### config.mk
export PLATFORM = sky130hd
export DESIGN_NAME = scrr_top
export DESIGN_NICKNAME = d
export VERILOG_FILES = /design/src/scrr_pkg.sv /design/src/scrr_top.sv
export SDC_FILE = /design/constraint.sdc
export NUM_CORES = 1
export LEC_CHECK = 0
export ABC_AREA = 0
export BUFFER_PORTS_ARGS = -buffer_cell sky130_fd_sc_hd__buf_2
export CAP_MARGIN = 5
export CORE_MARGIN = 5
export CORE_UTILIZATION = 47
export CTS_CLUSTER_DIAMETER = 80
export CTS_CLUSTER_SIZE = 24
export DETAILED_ROUTE_END_ITERATION = 8
export GPL_TIMING_DRIVEN = 0
export PLACE_DENSITY = 0.82
export SKIP_LAST_GASP = 1
export SLEW_MARGIN = 20
export SYNTH_ARGS = -nofsm -noshare
export SYNTH_HDL_FRONTEND = slang
export SYNTH_SLANG_ARGS = --single-unit
### constraint.sdc
create_clock -name REF_CLK -period 1.3 [get_ports REF_CLK]
set_input_delay 0.26 -clock REF_CLK [delete_from_list [all_inputs] [get_ports REF_CLK]]
set_output_delay 0.26 -clock REF_CLK [all_outputs]
set_load 0.01 [all_outputs]
### src/scrr_pkg.sv
// Package with register offsets, field positions and reset values of the channel read-status block.
package scrr_pkg;
  localparam logic [7:0] CHA_RX_STATUS_OFF = 8'h00;
  localparam logic [7:0] CHA_VECTOR_OFF = 8'h04;
  localparam logic [7:0] CHA_PENDING_OFF = 8'h08;
  localparam logic [7:0] CHA_MODE_OFF = 8'h0c;
  localparam logic [7:0] CHB_RX_STATUS_OFF = 8'h10;
  localparam logic [7:0] CHB_VECTOR_OFF = 8'h14;
  localparam logic [7:0] CHB_PENDING_OFF = 8'h18;
  localparam logic [7:0] CHB_MODE_OFF = 8'h1c;
  localparam logic [7:0] EXT_CTRL_OFF = 8'h20;
  localparam logic [7:0] IRQ_STATUS_OFF = 8'h24;
  localparam logic [7:0] IRQ_ENABLE_OFF = 8'h28;
  localparam logic [7:0] IRQ_CLEAR_OFF = 8'h2c;

  localparam int EXT_READBACK_BIT = 6;
  localparam logic [7:0] EXT_CTRL_RESET = 8'h00;
  localparam logic [4:0] IRQ_RESET = 5'h00;

  localparam int PEND_B_EXT = 0;
  localparam int PEND_B_TX = 1;
  localparam int PEND_B_RX = 2;
  localparam int PEND_A_EXT = 3;
  localparam int PEND_A_TX = 4;
  localparam int PEND_A_RX = 5;

  localparam int RXS_PARITY = 4;
  localparam int RXS_OVERRUN = 5;
  localparam int RXS_CRC = 6;
  localparam int RXS_EOF = 7;

  localparam int EV_PARITY = 0;
  localparam int EV_OVERRUN = 1;
  localparam int EV_CRC = 2;
  localparam int EV_EOF = 3;
  localparam int EV_PENDING = 4;

  localparam logic [2:0] VEC_B_TX = 3'h0;
  localparam logic [2:0] VEC_B_EXT = 3'h1;
  localparam logic [2:0] VEC_B_RX = 3'h2;
  localparam logic [2:0] VEC_NONE = 3'h3;
  localparam logic [2:0] VEC_A_TX = 3'h4;
  localparam logic [2:0] VEC_A_EXT = 3'h5;
  localparam logic [2:0] VEC_A_RX = 3'h6;
endpackage

### src/scrr_top.sv
// Read-only status, vector, pending and mode readback registers of serial channels A and B, on APB.
//
// Functional notes
// - Pending bits: B ext,tx,rx then A; 7:6 zero.
// - Pending read via channel B: bits 5:0 zero.
// - Mode bits 5:4 give sync mode.
// - Mode bit 1 parity sense, bit 0 enable.
// - Mode bits 7:6 give clock multiplier.
// - Extended bit 6 enables mode readback.
// - Vector: A unmodified, B status modified.
//
// The placing of the registers and the APB register port were decided locally.
`timescale 1ns/1ps
module scrr_top (
  input wire logic REF_CLK,
  input wire logic RST_B,
  input wire logic PSEL,
  input wire logic PENABLE,
  input wire logic PWRITE,
  input wire logic [7:0] PADDR,
  input wire logic [31:0] PWDATA,
  output logic [31:0] PRDATA,
  output logic PREADY,
  output logic PSLVERR,
  input wire logic [7:0] RX_STATUS,
  input wire logic [5:0] IP_PEND,
  input wire logic [7:0] MODE_CONFIG,
  input wire logic [7:0] PRIMARY_STATUS,
  input wire logic [7:0] VECTOR_BASE,
  output logic IRQ
);

  logic rst_meta_b;
  logic rst_b;
  logic [7:0] ext_ctrl;
  logic [4:0] irq_status;
  logic [4:0] irq_enable;
  logic [7:0] rx_prev;
  logic [5:0] pend_prev;
  logic [4:0] events;
  logic [4:0] irq_clear;
  logic [7:0] mode_view;
  logic [7:0] vector_mod;
  logic [2:0] vec_code;
  logic [31:0] next_rdata;
  logic next_err;
  logic setup;
  logic wr_done;
  logic readback_on;

  // Release of the reset is synchronised; assertion stays asynchronous.
  always_ff @(posedge REF_CLK or negedge RST_B) begin
    if (!RST_B) begin
      rst_meta_b <= 1'b0;
      rst_b <= 1'b0;
    end else begin
      rst_meta_b <= 1'b1;
      rst_b <= rst_meta_b;
    end
  end

  assign setup = PSEL && !PENABLE;
  assign wr_done = PSEL && PENABLE && PWRITE;
  // Read data is captured in the setup cycle, so the access phase always lasts one cycle.
  assign PREADY = 1'b1;
  assign readback_on = ext_ctrl[scrr_pkg::EXT_READBACK_BIT];

  // Readback shows the configured mode only when enabled; otherwise the primary status is shown.
  always_comb begin
    if (ext_ctrl[scrr_pkg::EXT_READBACK_BIT]) begin
      mode_view = MODE_CONFIG;
    end else begin
      mode_view = PRIMARY_STATUS;
    end
  end

  // Highest-priority pending source picks the code placed in vector bits 3:1.
  always_comb begin
    if (IP_PEND[scrr_pkg::PEND_A_RX]) begin
      vec_code = scrr_pkg::VEC_A_RX;
    end else if (IP_PEND[scrr_pkg::PEND_A_TX]) begin
      vec_code = scrr_pkg::VEC_A_TX;
    end else if (IP_PEND[scrr_pkg::PEND_A_EXT]) begin
      vec_code = scrr_pkg::VEC_A_EXT;
    end else if (IP_PEND[scrr_pkg::PEND_B_RX]) begin
      vec_code = scrr_pkg::VEC_B_RX;
    end else if (IP_PEND[scrr_pkg::PEND_B_TX]) begin
      vec_code = scrr_pkg::VEC_B_TX;
    end else if (IP_PEND[scrr_pkg::PEND_B_EXT]) begin
      vec_code = scrr_pkg::VEC_B_EXT;
    end else begin
      vec_code = scrr_pkg::VEC_NONE;
    end
    vector_mod = {VECTOR_BASE[7:4], vec_code, VECTOR_BASE[0]};
  end

  // Read decode; reads of write-only or unmapped words return zero.
  always_comb begin
    next_rdata = 32'h00000000;
    next_err = 1'b0;
    unique case (PADDR)
      scrr_pkg::CHA_RX_STATUS_OFF, scrr_pkg::CHB_RX_STATUS_OFF: begin
        next_rdata[7:0] = RX_STATUS;
      end
      scrr_pkg::CHA_VECTOR_OFF: begin
        next_rdata[7:0] = VECTOR_BASE;
      end
      scrr_pkg::CHB_VECTOR_OFF: begin
        next_rdata[7:0] = vector_mod;
      end
      scrr_pkg::CHA_PENDING_OFF: begin
        next_rdata[7:0] = {2'b00, IP_PEND};
      end
      scrr_pkg::CHB_PENDING_OFF: begin
        next_rdata[7:0] = 8'h00;
      end
      scrr_pkg::CHA_MODE_OFF, scrr_pkg::CHB_MODE_OFF: begin
        next_rdata[7:0] = mode_view;
      end
      scrr_pkg::EXT_CTRL_OFF: begin
        next_rdata[7:0] = ext_ctrl;
      end
      scrr_pkg::IRQ_STATUS_OFF: begin
        next_rdata[4:0] = irq_status;
      end
      scrr_pkg::IRQ_ENABLE_OFF: begin
        next_rdata[4:0] = irq_enable;
      end
      scrr_pkg::IRQ_CLEAR_OFF: begin
        next_rdata = 32'h00000000;
      end
      default: begin
        next_err = 1'b1;
      end
    endcase
  end

  always_ff @(posedge REF_CLK or negedge rst_b) begin
    if (!rst_b) begin
      PRDATA <= 32'h00000000;
      PSLVERR <= 1'b0;
    end else if (setup) begin
      PRDATA <= PWRITE ? 32'h00000000 : next_rdata;
      PSLVERR <= next_err;
    end
  end

  // Only the control, enable and clear words accept data; writes to the status views fall through.
  always_ff @(posedge REF_CLK or negedge rst_b) begin
    if (!rst_b) begin
      ext_ctrl <= scrr_pkg::EXT_CTRL_RESET;
    end else if (wr_done && PADDR == scrr_pkg::EXT_CTRL_OFF) begin
      ext_ctrl <= PWDATA[7:0];
    end
  end

  always_ff @(posedge REF_CLK or negedge rst_b) begin
    if (!rst_b) begin
      irq_enable <= scrr_pkg::IRQ_RESET;
    end else if (wr_done && PADDR == scrr_pkg::IRQ_ENABLE_OFF) begin
      irq_enable <= PWDATA[4:0];
    end
  end

  always_ff @(posedge REF_CLK or negedge rst_b) begin
    if (!rst_b) begin
      rx_prev <= 8'h00;
      pend_prev <= 6'h00;
    end else begin
      rx_prev <= RX_STATUS;
      pend_prev <= IP_PEND;
    end
  end

  assign events[scrr_pkg::EV_PARITY] = RX_STATUS[scrr_pkg::RXS_PARITY] && !rx_prev[scrr_pkg::RXS_PARITY];
  assign events[scrr_pkg::EV_OVERRUN] = RX_STATUS[scrr_pkg::RXS_OVERRUN] && !rx_prev[scrr_pkg::RXS_OVERRUN];
  assign events[scrr_pkg::EV_CRC] = RX_STATUS[scrr_pkg::RXS_CRC] && !rx_prev[scrr_pkg::RXS_CRC];
  assign events[scrr_pkg::EV_EOF] = RX_STATUS[scrr_pkg::RXS_EOF] && !rx_prev[scrr_pkg::RXS_EOF];
  assign events[scrr_pkg::EV_PENDING] = |(IP_PEND & ~pend_prev);
  assign irq_clear = (wr_done && PADDR == scrr_pkg::IRQ_CLEAR_OFF) ? PWDATA[4:0] : 5'h00;

  // A new event in the clearing cycle survives the clear.
  always_ff @(posedge REF_CLK or negedge rst_b) begin
    if (!rst_b) begin
      irq_status <= scrr_pkg::IRQ_RESET;
    end else begin
      irq_status <= (irq_status & ~irq_clear) | events;
    end
  end

  always_ff @(posedge REF_CLK or negedge rst_b) begin
    if (!rst_b) begin
      IRQ <= 1'b0;
    end else begin
      IRQ <= |((irq_status & ~irq_clear | events) & irq_enable);
    end
  end
endmodule

# == Word level (Yosys, flattened, before mapping) ==
# Index checks and enable logic that the tools add are counted.
# word_totals
ff_bits,68
word_cells,61
# op_classes
n_eq_ne,11
n_mux,12
n_bitwise,6
n_reduce_logical,22
# op_table
operator,count
$pmux W5 S8,1
$eq A8 B5 Y1 const B,4
$eq A8 B6 Y1 const B,4
$eq A8 B4 Y1 const B,2
$mux W8,2
$pmux W3 S5,1
$reduce_or A12 Y1,1
$and A5 B5 Y5,2
$logic_and A1 B1 Y1,10
$mux W3,3
$eq A8 B3 Y1 const B,1
$logic_not A8 Y1,1
$and A6 B6 Y6,1
$mux W2,3
$not A6 Y6,1
$reduce_or A2 Y1,3
$reduce_or A6 Y1,1
$logic_not A1 Y1,5
$mux W5,1
$not A5 Y5,1
$or A5 B5 Y5,1
$reduce_or A5 Y1,1
$mux W1,1

# == Longest topological paths before layout ==
# logic_depth
ltp_word,9
mapped_depth,7
depth_no_buf,5

# == Worst setup path before layout ==
# Ideal clock, no wire load.
# synth_timing
path_kind,input to register
startpoint,in PADDR[4]
endpoint,reg ext_ctrl[1]
setup_time_ns,0.128
arrival_ns,1.506
t_required_ns,1.172
path_slack_ns,-0.333
cell_stages,5
path_buffers,1
cell_sequence,buf_6 > or4b_4 > nor2_8 > nand2_4 > mux2_1
# synth_via
elab_chain_len,2
# synth_lines
element,line_no,rtl
start: declaration,scrr_top.sv:20,"input wire logic [7:0] PADDR,"
$eq A8 B6 Y1,scrr_top.sv:152,end else if (wr_done && PADDR == scrr_pkg::EXT_CTRL_OFF) begin
$logic_and A1 B1 Y1,scrr_top.sv:152,
end signal: assignment,scrr_top.sv:151,ext_ctrl <= scrr_pkg::EXT_CTRL_RESET;
end signal: assignment,scrr_top.sv:153,ext_ctrl <= PWDATA[7:0];
end: declaration,scrr_top.sv:35,logic [7:0] ext_ctrl;
# Every way passes these cells.
# A chain may end at the register's enable or synchronous reset.

# == Worst setup path in the final report ==
# layout_timing
startpoint,reg ext_ctrl[6]
endpoint,reg PRDATA[4]
# layout_via
elab_chain_len,3
# layout_lines
element,line_no,rtl
$mux W8,scrr_top.sv:70,if (ext_ctrl[scrr_pkg::EXT_READBACK_BIT]) begin
$pmux W5 S8,scrr_top.sv:101,unique case (PADDR)
$mux W8,scrr_top.sv:143,PRDATA <= PWRITE ? 32'h00000000 : next_rdata;
end signal: assignment,scrr_top.sv:143,
end: declaration,scrr_top.sv:22,"output logic [31:0] PRDATA,"
# Every way passes these cells.

==> metrics.txt <==
Synth area leaders=dfrtp_1 (40%), buf_4 (7.6%), mux2_2 (7.3%); Die X=82.57 um; EDFF count, synth=0; hold path endpoint=rx_prev[6]$_DFF_PN0_; # DRC=0; Required @ worst endpoint=1.49 ns; Crit Path Max Fanout=8; final period utilization=119.6%; unrepaired setup endpoints after global routing=yes; Yosys warning count=0; layout cells sized above 1=50.70%; initial core utilization=48.46%; post-synthesis average cell area=10.23 sq um; Setup violations, final=21; all-layer global routing usage=21.51%; top-count cell post-synth=dfrtp_1; routed length on met3=515 um; deepest clock path buffer count=2; final wirelength=7033 um; outcome=finished, violations left; vias per cell=5.184; Worst VDD drop=0.0006941 V; Area Growth Syn to Fin=41.00%; sequential share of the synthesized area=40.44%; Mapped Cells=242; CTS sink cnt=40; TritonRoute pass-1 iters=4; Die Y-Extent=82.57 um; routability cong.=0.9447; Cell Area, Synth=2475 sq um; Root Driver=clkbuf_8; Hold Crit Start=RX_STATUS[6]; Pwr per Cell Area=778.1 nW/um^2; vias in the first global route=2201; final hold violations=0; Synth Flop Type=dfrtp_1; synth unique cells=64; highest routed layer=met4; asr flop ratio synth=100.0%; Lkg Pwr=0.001717 uW; DR WL/cell=16.55 um; CP endpoint kind=register; r2r setup slk=-0.25 ns; cts bufs inserted=5; nets@finish=437; most frequent cells after synthesis=dfrtp_1 (40), buf_4 (25), mux2_2 (16), nand2_1 (16), nor2_1 (11); die area=6817 sq um; kind of critical path=reg2reg; num rows=26; Area after DPL=3102 sq um; CTS tree=done; pre-CTS setup slack=-0.6562 ns; clk slew on worst S/H paths=0.08 ns; Yosys top cell area share=40.44%; I/O pin cnt=118; CP Data Arrival Time=1.75 ns; Max Freq=643.2 MHz; M1 WL=2931 um; Hold Path Class=in2reg; met2 routed WL=3495 um; Final Total Pwr=2715 uW; clock insertion delay at the later pin of the skew report=0.30 ns; gr ovfl total=0; initial antenna violation count=0; Crit Reg-Reg Startpoint=ext_ctrl[6]$_DFFE_PN0P_; Detail Route Antenna Nets=0; # diodes=0; startpoint types=register; R2R cell count=6; MaxCap Viol Count=0; fillers=411; Slew Viols, Final=0; Core Region=5107 sq um; register bit count reported by yosys=40; clk_skew=0.006108 ns; number of port buffers=65; Tmin final=1.555 ns; Via Count=2203; largest area contributor in the netlist=dfrtp_1; largest net degree at the start of global routing=32; first-pass GRT wire length=10970 um; HPWL after detailed placement=5349 um; hold path depth=1; final setup margin=-0.2546 ns; H-tree depth=2; 1st-iter DRT viols=155; final instance area=3490 sq um; R2R Path End=PRDATA[4]$_DFFE_PN0P_; failing checks=setup timing
-- registers in the layout, summed over array words and instances, names as in the netlist --
signal,cells
irq_enable,5
PSLVERR,1
rst_meta_b,1
rx_prev,4
rst_b,1
PRDATA,8
pend_prev,6
IRQ,1
ext_ctrl,8
irq_status,5
-- cell families after synthesis --
kind of cell | Yosys count | synth area share, %
flops | 40 | 40.44
simple gates | 72 | 18.55
buf+inv | 45 | 12.39
mux | 26 | 11.38
other cells | 2 | 0.3034
compound gates | 57 | 16.94
-- critical path, stage by stage (launching register included) --
cell      delay, ns
dfrtp_1        0.38
buf_6          0.14
mux2_4         0.31
nand3_2        0.08
o221ai_2       0.08
a221o_1        0.28
a22o_1         0.18
-- metal layers --
layer  up-vias  track usage [%]
met3        13            4.230
met5         -                0
met1      1039            26.98
met2        91            37.66
met4         0            5.719
li1       1060                -
-- area by class of cell --
| type | count | area [sq um] | area share, % |
|---|---|---|---|
| Buffer | 36 | 326.6 | 9.358 |
| Clock buffer | 6 | 82.58 | 2.366 |
| Clock inverter | 2 | 13.76 | 0.3944 |
| Inverter | 9 | 33.78 | 0.9681 |
| Multi-Input combinational cell | 181 | 1434 | 41.09 |
| Sequential cell | 40 | 1002 | 28.72 |
| Tap cell | 70 | 87.58 | 2.510 |
| Timing Repair Buffer | 81 | 509.2 | 14.59 |
-- power breakdown --
group,internal [uW],switching [uW]
logic,252,264
clock network,434,473
registers,1270,17.2
-- cells in the final DEF (no fill, tap or decap), types with 6 or more instances in the layout --
cell type and count:
dfrtp_1 39, conb_1 26, inv_1 9, buf_2 61, mux2_2 13, nand2_1 15, a21oi_1 6, buf_6 9
clkbuf_8 8, nor2b_1 6, mux2i_1 7, nor2_1 9, buf_4 37
-- metrics by stage --
stage | utilization (%) | hold slack (ns) | cells | TNS [ns]
after floorplan | - | -0.03559 | 266 | -4.064
after global placement | 60.31 | 0.04465 | 401 | -23.04
after detailed placement | 60.73 | 0.04766 | 402 | -11.92
after CTS | 66.46 | 0.08552 | 422 | -1.543
after global routing | 68.32 | 0.09268 | 425 | -2.776
final | 68.32 | 0.08834 | 425 | -1.866
-- what timing repair did --
action / 4_1_cts / 5_1_grt
endpoints found under the hold margin: 2 / 0
hold buffers: 1 / 0
endpoints found under the setup margin: 24 / 22
pin swaps: 19 / 18
gates resized for setup: 23 / 22
buffers inserted: 11 / 4
-- how the worst max path moves through the flow --
stage,from,end,depth (start not counted)
6_report,ext_ctrl[6]$_DFFE_PN0P_,PRDATA[4]$_DFFE_PN0P_,6
5_1_grt,ext_ctrl[6]$_DFFE_PN0P_,PRDATA[4]$_DFFE_PN0P_,6
4_1_cts,ext_ctrl[6]$_DFFE_PN0P_,PRDATA[4]$_DFFE_PN0P_,6
3_5_place_dp,PADDR[6],irq_enable[1]$_DFFE_PN0P_,5
3_3_place_gp,PADDR[6],irq_enable[0]$_DFFE_PN0P_,5
2_1_floorplan,PADDR[4],irq_status[4]$_DFF_PN0_,5
Power figures use the tool's default switching activity.
